### src/caac_defines.vh
// Register map, field positions, reset values for the aux control bank
// ****************************************************************
// What this block does
// - Left ADC_HIGH_PASS_FILTER uses programmable coefficients when set
// - Right ADC_HIGH_PASS_FILTER uses programmable coefficients when set
// - ADC feeds programmable filter only DACs down
// - Bit clear enables hang detector and recovery
// - Read-only hang status shows detected bus hang
// - Reading hang status register clears it
// - Right bypass bits close right line switches
// - Left bypass bits close left line switches
// - Two-bit field picks DAC reference current
// - Registers 110-127 read zero, never written
// - Page select bit picks active page
// - Register zero is page select on both pages
// - Coefficient is 16-bit two's-complement from MSB/LSB
// - N0 MSB resets to 0x6b, read/write
// ****************************************************************
`ifndef CAAC_DEFINES_VH
`define CAAC_DEFINES_VH

// Register indices
`define CAAC_PAGE_SEL_ADDR     7'h00
`define CAAC_N0_HIGH_ADDR      7'h01
`define CAAC_N0_LOW_ADDR       7'h02
`define CAAC_ADC_BUS_ADDR      7'h6b
`define CAAC_BYPASS_ADDR       7'h6c
`define CAAC_DAC_CUR_ADDR      7'h6d
`define CAAC_RSVD_FIRST_ADDR   7'h6e
`define CAAC_RSVD_LAST_ADDR    7'h7f

// Reset values
`define CAAC_PAGE_SEL_RST      8'h00
`define CAAC_N0_HIGH_RST       8'h6b
`define CAAC_N0_LOW_RST        8'he3
`define CAAC_ADC_BUS_RST       8'h00
`define CAAC_BYPASS_RST        8'h00
`define CAAC_DAC_CUR_RST       8'h00
`define CAAC_RSVD_VALUE        8'h00

// Field positions in the ADC path and bus condition register
`define CAAC_HPF_LEFT_BIT      7
`define CAAC_HPF_RIGHT_BIT     6
`define CAAC_FILT_PATH_BIT     3
`define CAAC_HANG_DIS_BIT      2
`define CAAC_HANG_RSVD_BIT     1
`define CAAC_HANG_STAT_BIT     0

// Field positions in the bypass register
`define CAAC_L2RP_BIT          6
`define CAAC_L1RM_BIT          5
`define CAAC_L1RP_BIT          4
`define CAAC_L2LP_BIT          2
`define CAAC_L1LM_BIT          1
`define CAAC_L1LP_BIT          0

// DAC current field and codes
`define CAAC_DAC_CUR_HI        7
`define CAAC_DAC_CUR_LO        6
`define CAAC_DAC_CUR_DEFAULT   2'h0
`define CAAC_DAC_CUR_HALF_UP   2'h1
`define CAAC_DAC_CUR_RESERVED  2'h2
`define CAAC_DAC_CUR_DOUBLE    2'h3

// Page select field
`define CAAC_PAGE_BIT          0

`endif

### src/caac_coef_stage.v
// Coefficient MSB staging and 16-bit commit on LSB write
`timescale 1ns/10ps
`include "caac_defines.vh"

module caac_coef_stage #(
  parameter [7:0] HIGH_RST = `CAAC_N0_HIGH_RST,
  parameter [7:0] LOW_RST  = `CAAC_N0_LOW_RST
) (
  input  wire        clock_in,
  input  wire        rst_n_in,
  input  wire        high_wr_in,
  input  wire        low_wr_in,
  input  wire [7:0]  wdata_in,
  output wire [7:0]  high_byte_out,
  output wire [7:0]  low_byte_out,
  output wire [15:0] coef_out
);

  // ****************************************************************
  // Storage
  // ****************************************************************
  reg [7:0]  high_stage_ff;
  reg [7:0]  low_byte_ff;
  reg [15:0] coef_ff;

  // Stage MSB, commit whole word on LSB write
  always @(posedge clock_in or negedge rst_n_in) begin
    if (!rst_n_in) begin
      high_stage_ff <= HIGH_RST;
      low_byte_ff   <= LOW_RST;
      coef_ff       <= {HIGH_RST, LOW_RST};
    end else begin
      if (high_wr_in) begin
        high_stage_ff <= wdata_in;
      end
      if (low_wr_in) begin
        low_byte_ff <= wdata_in;
        coef_ff     <= {high_stage_ff, wdata_in};
      end
    end
  end

  assign high_byte_out = high_stage_ff;
  assign low_byte_out  = low_byte_ff;
  assign coef_out      = coef_ff;

endmodule // caac_coef_stage

### src/caac_aux_regs.v
// Aux control register bank: ADC path, bus hang, bypass, DAC current, page
`timescale 1ns/10ps
`include "caac_defines.vh"

module caac_aux_regs #(
  parameter ADDR_W = 7,
  parameter DATA_W = 8
) (
  input  wire              clock_in,
  input  wire              rst_n_in,
  // Register access port from the control bus engine
  input  wire [ADDR_W-1:0] reg_addr_in,
  input  wire              reg_wr_in,
  input  wire              reg_rd_in,
  input  wire [DATA_W-1:0] reg_wdata_in,
  output reg  [DATA_W-1:0] reg_rdata_out,
  output reg               reg_rvalid_out,
  // Status from the rest of the device
  input  wire              bus_hang_event_in,
  input  wire              dacs_powered_down_in,
  // Controls to the datapath and analog
  output reg               hpf_left_prog_out,
  output reg               hpf_right_prog_out,
  output reg               adc_prog_filter_out,
  output reg               hang_detect_enable_out,
  output reg               line_two_right_plus_out,
  output reg               line_one_right_minus_out,
  output reg               line_one_right_plus_out,
  output reg               line_two_left_plus_out,
  output reg               line_one_left_minus_out,
  output reg               line_one_left_plus_out,
  output reg  [1:0]        dac_current_sel_out,
  output reg               active_page_out,
  output reg  [15:0]       effects_coefficient_zero_out
);

  // ****************************************************************
  // Address decode helper
  // ****************************************************************

  // True when the access hits a given index on a given page
  function hit;
    input [ADDR_W-1:0] addr;
    input              page;
    input [ADDR_W-1:0] want_addr;
    input              want_page;
    begin
      hit = (addr == want_addr) && (page == want_page);
    end
  endfunction

  // Reserved block on page zero
  function in_rsvd;
    input [ADDR_W-1:0] addr;
    input              page;
    begin
      in_rsvd = !page && (addr >= `CAAC_RSVD_FIRST_ADDR) &&
                (addr <= `CAAC_RSVD_LAST_ADDR);
    end
  endfunction

  // ****************************************************************
  // Registers
  // ****************************************************************
  reg              page_sel_ff;
  reg [7:0]        adc_bus_ff;
  reg              hang_stat_ff;
  reg [7:0]        bypass_ff;
  reg [7:0]        dac_cur_ff;
  reg [DATA_W-1:0] nxt_rdata;
  reg              nxt_hang_stat;
  reg [1:0]        nxt_dac_cur;

  wire       page_hit;
  wire       adc_bus_hit;
  wire       bypass_hit;
  wire       dac_cur_hit;
  wire       n0_high_hit;
  wire       n0_low_hit;
  wire [7:0] n0_high_byte;
  wire [7:0] n0_low_byte;
  wire [15:0] n0_coef;
  wire       adc_bus_read;

  // Register zero decodes to the page selector on either page
  assign page_hit    = (reg_addr_in == `CAAC_PAGE_SEL_ADDR);
  // Remaining decodes use the active page
  assign adc_bus_hit = hit(reg_addr_in, page_sel_ff,
                           `CAAC_ADC_BUS_ADDR, 1'b0);
  assign bypass_hit  = hit(reg_addr_in, page_sel_ff,
                           `CAAC_BYPASS_ADDR, 1'b0);
  assign dac_cur_hit = hit(reg_addr_in, page_sel_ff,
                           `CAAC_DAC_CUR_ADDR, 1'b0);
  assign n0_high_hit = hit(reg_addr_in, page_sel_ff,
                           `CAAC_N0_HIGH_ADDR, 1'b1);
  assign n0_low_hit  = hit(reg_addr_in, page_sel_ff,
                           `CAAC_N0_LOW_ADDR, 1'b1);
  assign adc_bus_read = reg_rd_in && adc_bus_hit;

  // ****************************************************************
  // Software writable registers
  // ****************************************************************

  // Page selector, reserved upper bits never stored
  always @(posedge clock_in or negedge rst_n_in) begin
    if (!rst_n_in) begin
      page_sel_ff <= 1'b0;
    end else if (reg_wr_in && page_hit) begin
      page_sel_ff <= reg_wdata_in[`CAAC_PAGE_BIT];
    end
  end

  // ADC path and bus condition controls; bits 1:0 are not stored here
  always @(posedge clock_in or negedge rst_n_in) begin
    if (!rst_n_in) begin
      adc_bus_ff <= `CAAC_ADC_BUS_RST;
    end else if (reg_wr_in && adc_bus_hit) begin
      adc_bus_ff <= {reg_wdata_in[7:2], 2'h0};
    end
  end

  // Bypass switch selection, reserved bits kept as written
  always @(posedge clock_in or negedge rst_n_in) begin
    if (!rst_n_in) begin
      bypass_ff <= `CAAC_BYPASS_RST;
    end else if (reg_wr_in && bypass_hit) begin
      bypass_ff <= reg_wdata_in;
    end
  end

  // DAC quiescent current adjust
  always @(posedge clock_in or negedge rst_n_in) begin
    if (!rst_n_in) begin
      dac_cur_ff <= `CAAC_DAC_CUR_RST;
    end else if (reg_wr_in && dac_cur_hit) begin
      dac_cur_ff <= reg_wdata_in;
    end
  end

  // Writes into the reserved block are dropped by having no decode

  // ****************************************************************
  // Bus hang status
  // ****************************************************************

  // Sticky hang flag; a new event beats the read clear
  always @* begin
    nxt_hang_stat = hang_stat_ff;
    if (adc_bus_read) begin
      nxt_hang_stat = 1'b0;
    end
    if (bus_hang_event_in && !adc_bus_ff[`CAAC_HANG_DIS_BIT]) begin
      nxt_hang_stat = 1'b1;
    end
  end

  always @(posedge clock_in or negedge rst_n_in) begin
    if (!rst_n_in) begin
      hang_stat_ff <= 1'b0;
    end else begin
      hang_stat_ff <= nxt_hang_stat;
    end
  end

  // ****************************************************************
  // Effects coefficient N0
  // ****************************************************************
  caac_coef_stage #(
    .HIGH_RST (`CAAC_N0_HIGH_RST),
    .LOW_RST  (`CAAC_N0_LOW_RST)
  ) u_n0_stage (
    .clock_in      (clock_in),
    .rst_n_in      (rst_n_in),
    .high_wr_in    (reg_wr_in && n0_high_hit),
    .low_wr_in     (reg_wr_in && n0_low_hit),
    .wdata_in      (reg_wdata_in),
    .high_byte_out (n0_high_byte),
    .low_byte_out  (n0_low_byte),
    .coef_out      (n0_coef)
  );

  // ****************************************************************
  // Read data
  // ****************************************************************

  // Read mux against the active page
  always @* begin
    nxt_rdata = {DATA_W{1'b0}};
    if (page_hit) begin
      nxt_rdata = {7'h00, page_sel_ff};
    end else if (adc_bus_hit) begin
      nxt_rdata = {adc_bus_ff[7:2], 1'b0, hang_stat_ff};
    end else if (bypass_hit) begin
      nxt_rdata = bypass_ff;
    end else if (dac_cur_hit) begin
      nxt_rdata = dac_cur_ff;
    end else if (in_rsvd(reg_addr_in, page_sel_ff)) begin
      nxt_rdata = `CAAC_RSVD_VALUE;
    end else if (n0_high_hit) begin
      nxt_rdata = n0_high_byte;
    end else if (n0_low_hit) begin
      nxt_rdata = n0_low_byte;
    end
  end

  // Read answer one cycle after the strobe
  always @(posedge clock_in or negedge rst_n_in) begin
    if (!rst_n_in) begin
      reg_rdata_out  <= {DATA_W{1'b0}};
      reg_rvalid_out <= 1'b0;
    end else begin
      reg_rvalid_out <= reg_rd_in;
      if (reg_rd_in) begin
        reg_rdata_out <= nxt_rdata;
      end
    end
  end

  // ****************************************************************
  // Control outputs
  // ****************************************************************

  // Reserved current code falls back to default current
  always @* begin
    case (dac_cur_ff[`CAAC_DAC_CUR_HI:`CAAC_DAC_CUR_LO])
      `CAAC_DAC_CUR_HALF_UP: nxt_dac_cur = `CAAC_DAC_CUR_HALF_UP;
      `CAAC_DAC_CUR_DOUBLE:  nxt_dac_cur = `CAAC_DAC_CUR_DOUBLE;
      default:               nxt_dac_cur = `CAAC_DAC_CUR_DEFAULT;
    endcase
  end

  // Registered copies of every control
  always @(posedge clock_in or negedge rst_n_in) begin
    if (!rst_n_in) begin
      hpf_left_prog_out            <= 1'b0;
      hpf_right_prog_out           <= 1'b0;
      adc_prog_filter_out          <= 1'b0;
      hang_detect_enable_out       <= 1'b0;
      line_two_right_plus_out      <= 1'b0;
      line_one_right_minus_out     <= 1'b0;
      line_one_right_plus_out      <= 1'b0;
      line_two_left_plus_out       <= 1'b0;
      line_one_left_minus_out      <= 1'b0;
      line_one_left_plus_out       <= 1'b0;
      dac_current_sel_out          <= 2'h0;
      active_page_out              <= 1'b0;
      effects_coefficient_zero_out <= {`CAAC_N0_HIGH_RST, `CAAC_N0_LOW_RST};
    end else begin
      hpf_left_prog_out   <= adc_bus_ff[`CAAC_HPF_LEFT_BIT];
      hpf_right_prog_out  <= adc_bus_ff[`CAAC_HPF_RIGHT_BIT];
      adc_prog_filter_out <= adc_bus_ff[`CAAC_FILT_PATH_BIT] &&
                             dacs_powered_down_in;
      hang_detect_enable_out <= !adc_bus_ff[`CAAC_HANG_DIS_BIT];
      line_two_right_plus_out  <= bypass_ff[`CAAC_L2RP_BIT];
      line_one_right_minus_out <= bypass_ff[`CAAC_L1RM_BIT];
      line_one_right_plus_out  <= bypass_ff[`CAAC_L1RP_BIT];
      line_two_left_plus_out   <= bypass_ff[`CAAC_L2LP_BIT];
      line_one_left_minus_out  <= bypass_ff[`CAAC_L1LM_BIT];
      line_one_left_plus_out   <= bypass_ff[`CAAC_L1LP_BIT];
      dac_current_sel_out      <= nxt_dac_cur;
      active_page_out          <= page_sel_ff;
      effects_coefficient_zero_out <= n0_coef;
    end
  end

endmodule // caac_aux_regs

### config.mk
export PLATFORM = sky130hd
export DESIGN_NAME = caac_aux_regs
export DESIGN_NICKNAME = d
export VERILOG_FILES = /design/src/caac_coef_stage.v /design/src/caac_aux_regs.v
export VERILOG_INCLUDE_DIRS = /design/src
export SDC_FILE = /design/constraint.sdc
export NUM_CORES = 1
export LEC_CHECK = 0
export ABC_AREA = 1
export BUFFER_PORTS_ARGS = -buffer_cell sky130_fd_sc_hd__buf_2
export CORE_UTILIZATION = 50
export DETAILED_ROUTE_END_ITERATION = 10
export GPL_TIMING_DRIVEN = 0
export HOLD_SLACK_MARGIN = 0.03
export PLACE_DENSITY = 0.74
export RECOVER_POWER = 100
export SETUP_SLACK_MARGIN = 0.4
export SYNTH_ARGS = -nofsm -noshare
export SYNTH_HDL_FRONTEND = slang
export SYNTH_HIERARCHICAL = 1
export SYNTH_SLANG_ARGS = --single-unit
export TNS_END_PERCENT = 20
### constraint.sdc
create_clock -name clock_in -period 1.55 [get_ports clock_in]
set_clock_uncertainty 0.1 [all_clocks]
set_input_delay 0.0775 -clock clock_in [delete_from_list [all_inputs] [get_ports clock_in]]
set_output_delay 0.0775 -clock clock_in [all_outputs]
set_load 0.05 [all_outputs]
==> flow_metrics.env <==
export IMPL_max_freq_mhz=616.0
export IMPL_critPathArrivalTime_ps=1760
export IMPL_clock_sinks=86
export IMPL_grt_max_degree=45
export IMPL_clockRootBuffer="clkbuf_8"
export IMPL_hold_viol_final=0
export IMPL_grt_pass1_vias=2812
export IMPL_drive_above_1_share_pct=35.11
export IMPL_ys_seq_elements=86
export IMPL_final_cells=583
export IMPL_antenna_cells=0
export IMPL_totalWireLength_um=8179
export IMPL_end_kind="register"
export IMPL_syn2layout_area_growth_pct=27.85
export IMPL_min_path_type="in -> reg"
export IMPL_drt_initial_drc_count=173
export IMPL_die_area_um2=7735
export IMPL_drv_cap=0
export IMPL_max_slew_margin_pct=30.04
export IMPL_antenna_found_initial=0
export IMPL_grt_pass1_wl_um=13140
export IMPL_die_x_um=87.95
export IMPL_setup_viol=27
export IMPL_status="finished with violations"
export IMPL_port_buffers=58
export IMPL_synth_main_ff_cell="dfrtp_1"
export IMPL_cts_tree="built"
export IMPL_clkTransAtPathRegs_ps=80
export IMPL_powerDensity_nw_per_um2=937.6
export IMPL_synthDistinctLibCells=28
export IMPL_vias_per_cell=4.995
export IMPL_ant_nets=0
export IMPL_finalWorstSetupSlack_ps=-73.34
export IMPL_synth_nets=402
export IMPL_cp_start_kind="register"
export IMPL_fin_crit_sh_pct=104.7
export IMPL_violations="setup timing"
export IMPL_final_min_clock_period_ps=1623
export IMPL_yosysWarnings=6
export IMPL_p_leak_nw=2.454
export IMPL_io_pin_count=59
export IMPL_dp_hpwl_um=5301
export IMPL_hold_slack_ps=64.85
export IMPL_path_cells="buf_6 > buf_4 > inv_4 > nand2_2 > nor2_4 > nand2_4 > buf_8 > nand2_1 > o21ai_2"
export IMPL_worst_pin_slew_ps=1049
export IMPL_ys_seq_area_share_pct=59.11
export IMPL_async_flop_share_pct=100.0
export IMPL_slowest_delay_ps=400
export IMPL_htree_levels=3
export IMPL_critPathRequiredTime_ps=1690
export IMPL_synth_area_per_cell_um2=9.694
export IMPL_clockBufferDepth=2
export IMPL_dr_pass1_iters=5
export IMPL_place_gp_congestion=0.8202
export IMPL_synth_edf_count=0
export IMPL_ir_drop_mv=0.5724
export IMPL_finalPower_mw=4.427
export IMPL_crit_path_max_fanout=5
export IMPL_track_usage_pct=23.14
export IMPL_crit_slowest_cell="dfrtp_1"
export IMPL_rsz0062_at_grt="true"
export IMPL_clock_latency_ps=360
export IMPL_overflow=0
export IMPL_path_class="reg -> reg"
export IMPL_synth_area_um2=3694
export IMPL_wire_per_inst_um=14.03
export IMPL_fin_nets=503
export IMPL_cts_buffers=9
export IMPL_slew_violations=0
export IMPL_placed_cells=536
export IMPL_die_h_um=87.95
export IMPL_core_area_um2=6982
export IMPL_num_vias=2912
export IMPL_netlist_instances=381
export IMPL_rows=30
export IMPL_route_detailed_drc=0
export IMPL_start_util_pct=52.90
-- cell usage after synthesis (2+ instances only) --
master    count  area, um^2
nor2_4        3       33.78
nand2_4       2       22.52
inv_1        26       97.59
nand3_1      28       140.1
o21ai_1       6       30.03
inv_2         2       7.510
nor2_1       16       60.06
buf_6         8       90.09
nand2_2      12       75.07
o21ai_2      22       192.7
o21ai_0       4       20.02
clkbuf_1      2       7.510
nand3b_1      2       15.01
nand2_1     135       506.7
dfrtp_1      61        1526
nand4_1       3       18.77
buf_4         8       60.06
a21oi_1       4       20.02
dfstp_2      25       656.9
nor3b_2       2       25.02
nor2_2        3       18.77
-- cells in the final DEF, fill, tap and decap left out, types with 2 or more instances in the layout --
cell           instances
clkbuf_1              26
nand3b_1               2
o21ai_2               22
nand4_1                3
nand2_1              122
inv_4                  3
buf_4                 17
inv_1                 25
nand3_2                4
dfrtp_1               61
nand2_4                6
dfstp_2               16
clkbuf_2              17
buf_12                 4
nor2_1                15
o21ai_0                4
clkbuf_8              10
nor2_2                 3
o21ai_1                6
dlygate4sd3_1         15
clkinv_2               2
nor2_4                 4
a21oi_1                3
nand3_1               24
nor3b_2                2
buf_6                  9
dfstp_1                9
nand2_2               21
buf_2                 21
-- layout make-up --
type / count / area (um^2)
flip-flops and latches: 86 / 2183
well taps: 96 / 120.1
clock inverters: 4 / 47.55
clock buffers: 12 / 145.1
fillers: 572 / 2260
repair buffers: 90 / 603.1
plain buffers: 20 / 203.9
inverters: 30 / 127.6
multi-input cells: 245 / 1291
-- sequential cells by signal (all words and copies together) (netlist names), 2 cells and up --
name / cells
effects_coefficient_zero_out: 16
u_n0_stage/coef_out: 9
bypass_ff: 8
dac_cur_ff: 8
reg_rdata_out: 8
u_n0_stage/high_byte_out: 8
u_n0_stage/low_byte_out: 7
adc_bus_ff: 6
dac_current_sel_out: 2
-- per-layer routing --
| layer | part of all wire (%) | global-route usage, % | wire length [um] | vias to the layer above |
|---|---|---|---|---|
| li1 | - | - | - | 1399 |
| met1 | 43 | 29.46 | 3493 | 1428 |
| met2 | 50 | 38.48 | 4127 | 69 |
| met3 | 4.6 | 4.618 | 378 | 16 |
| met4 | 2.2 | 10.28 | 180 | 0 |
| met5 | 0 | 0 | 0 | - |
-- power breakdown --
group | total, mW | switching (mW) | internal (mW)
clock | 1.55 | 0.766 | 0.785
sequential | 2.39 | 0.0531 | 2.34
combinational | 0.488 | 0.336 | 0.152
-- what timing repair did --
action / in CTS / in global routing
hold buffers: 15 / 0
pin swaps: 7 / 3
buffers inserted: 12 / 1
endpoints found under the setup margin: 72 / 75
gates resized for setup: 58 / 28
gates cloned: 2 / 1
hold endpoints to repair: 85 / 0
-- cell families (layout without fill, tap and decap cells) --
family | Yosys count | in the layout | synth area share (%)
and+or+nand+nor | 208 | 208 | 25.41
DFF | 86 | 86 | 59.11
buffers and inverters | 50 | 156 | 8.198
AOI/OAI and AO/OA | 37 | 37 | 7.283
-- path summary, 6_finish.rpt --
path                       slack [ps]                         endpoint                    from  cells past startpoint
setup / recovery                  -70                    dac_cur_ff[7]             page_sel_ff                      9
hold / removal                     60                     bypass_ff[0]               reg_wr_in                      4
setup reg to reg                  -70                    dac_cur_ff[7]             page_sel_ff                      9
hold reg to reg                   270  effects_coefficient_zero_out[9]  u_n0_stage/coef_out[9]                      0
max in group asynchronous         190      u_n0_stage/high_byte_out[1]                rst_n_in                      3
min in group asynchronous         340      u_n0_stage/high_byte_out[2]                rst_n_in                      2
-- worst max-delay path, delay by kind of cell (launching register included) --
kind | cells | cell delay (ps)
AOI/OAI and AO/OA | 1 | 60
DFF | 1 | 400
and+or+nand+nor | 4 | 440
buffers and inverters | 4 | 500
-- stage by stage --
stage	utilization (%)	instance area [um^2]	setup WS, ps	TNS (ps)
2_1_floorplan	-	3701	8.664	0
5_1_grt	67.63	4722	-154.0	-3983
3_5_place_dp	59.21	4134	-207.1	-2695
4_1_cts	68.49	4782	-82.57	-1082
3_3_place_gp	58.89	4111	-338.3	-21720
6_report	67.63	4722	-73.34	-913.6
No activity file was read; power rests on OpenSTA's default activity.
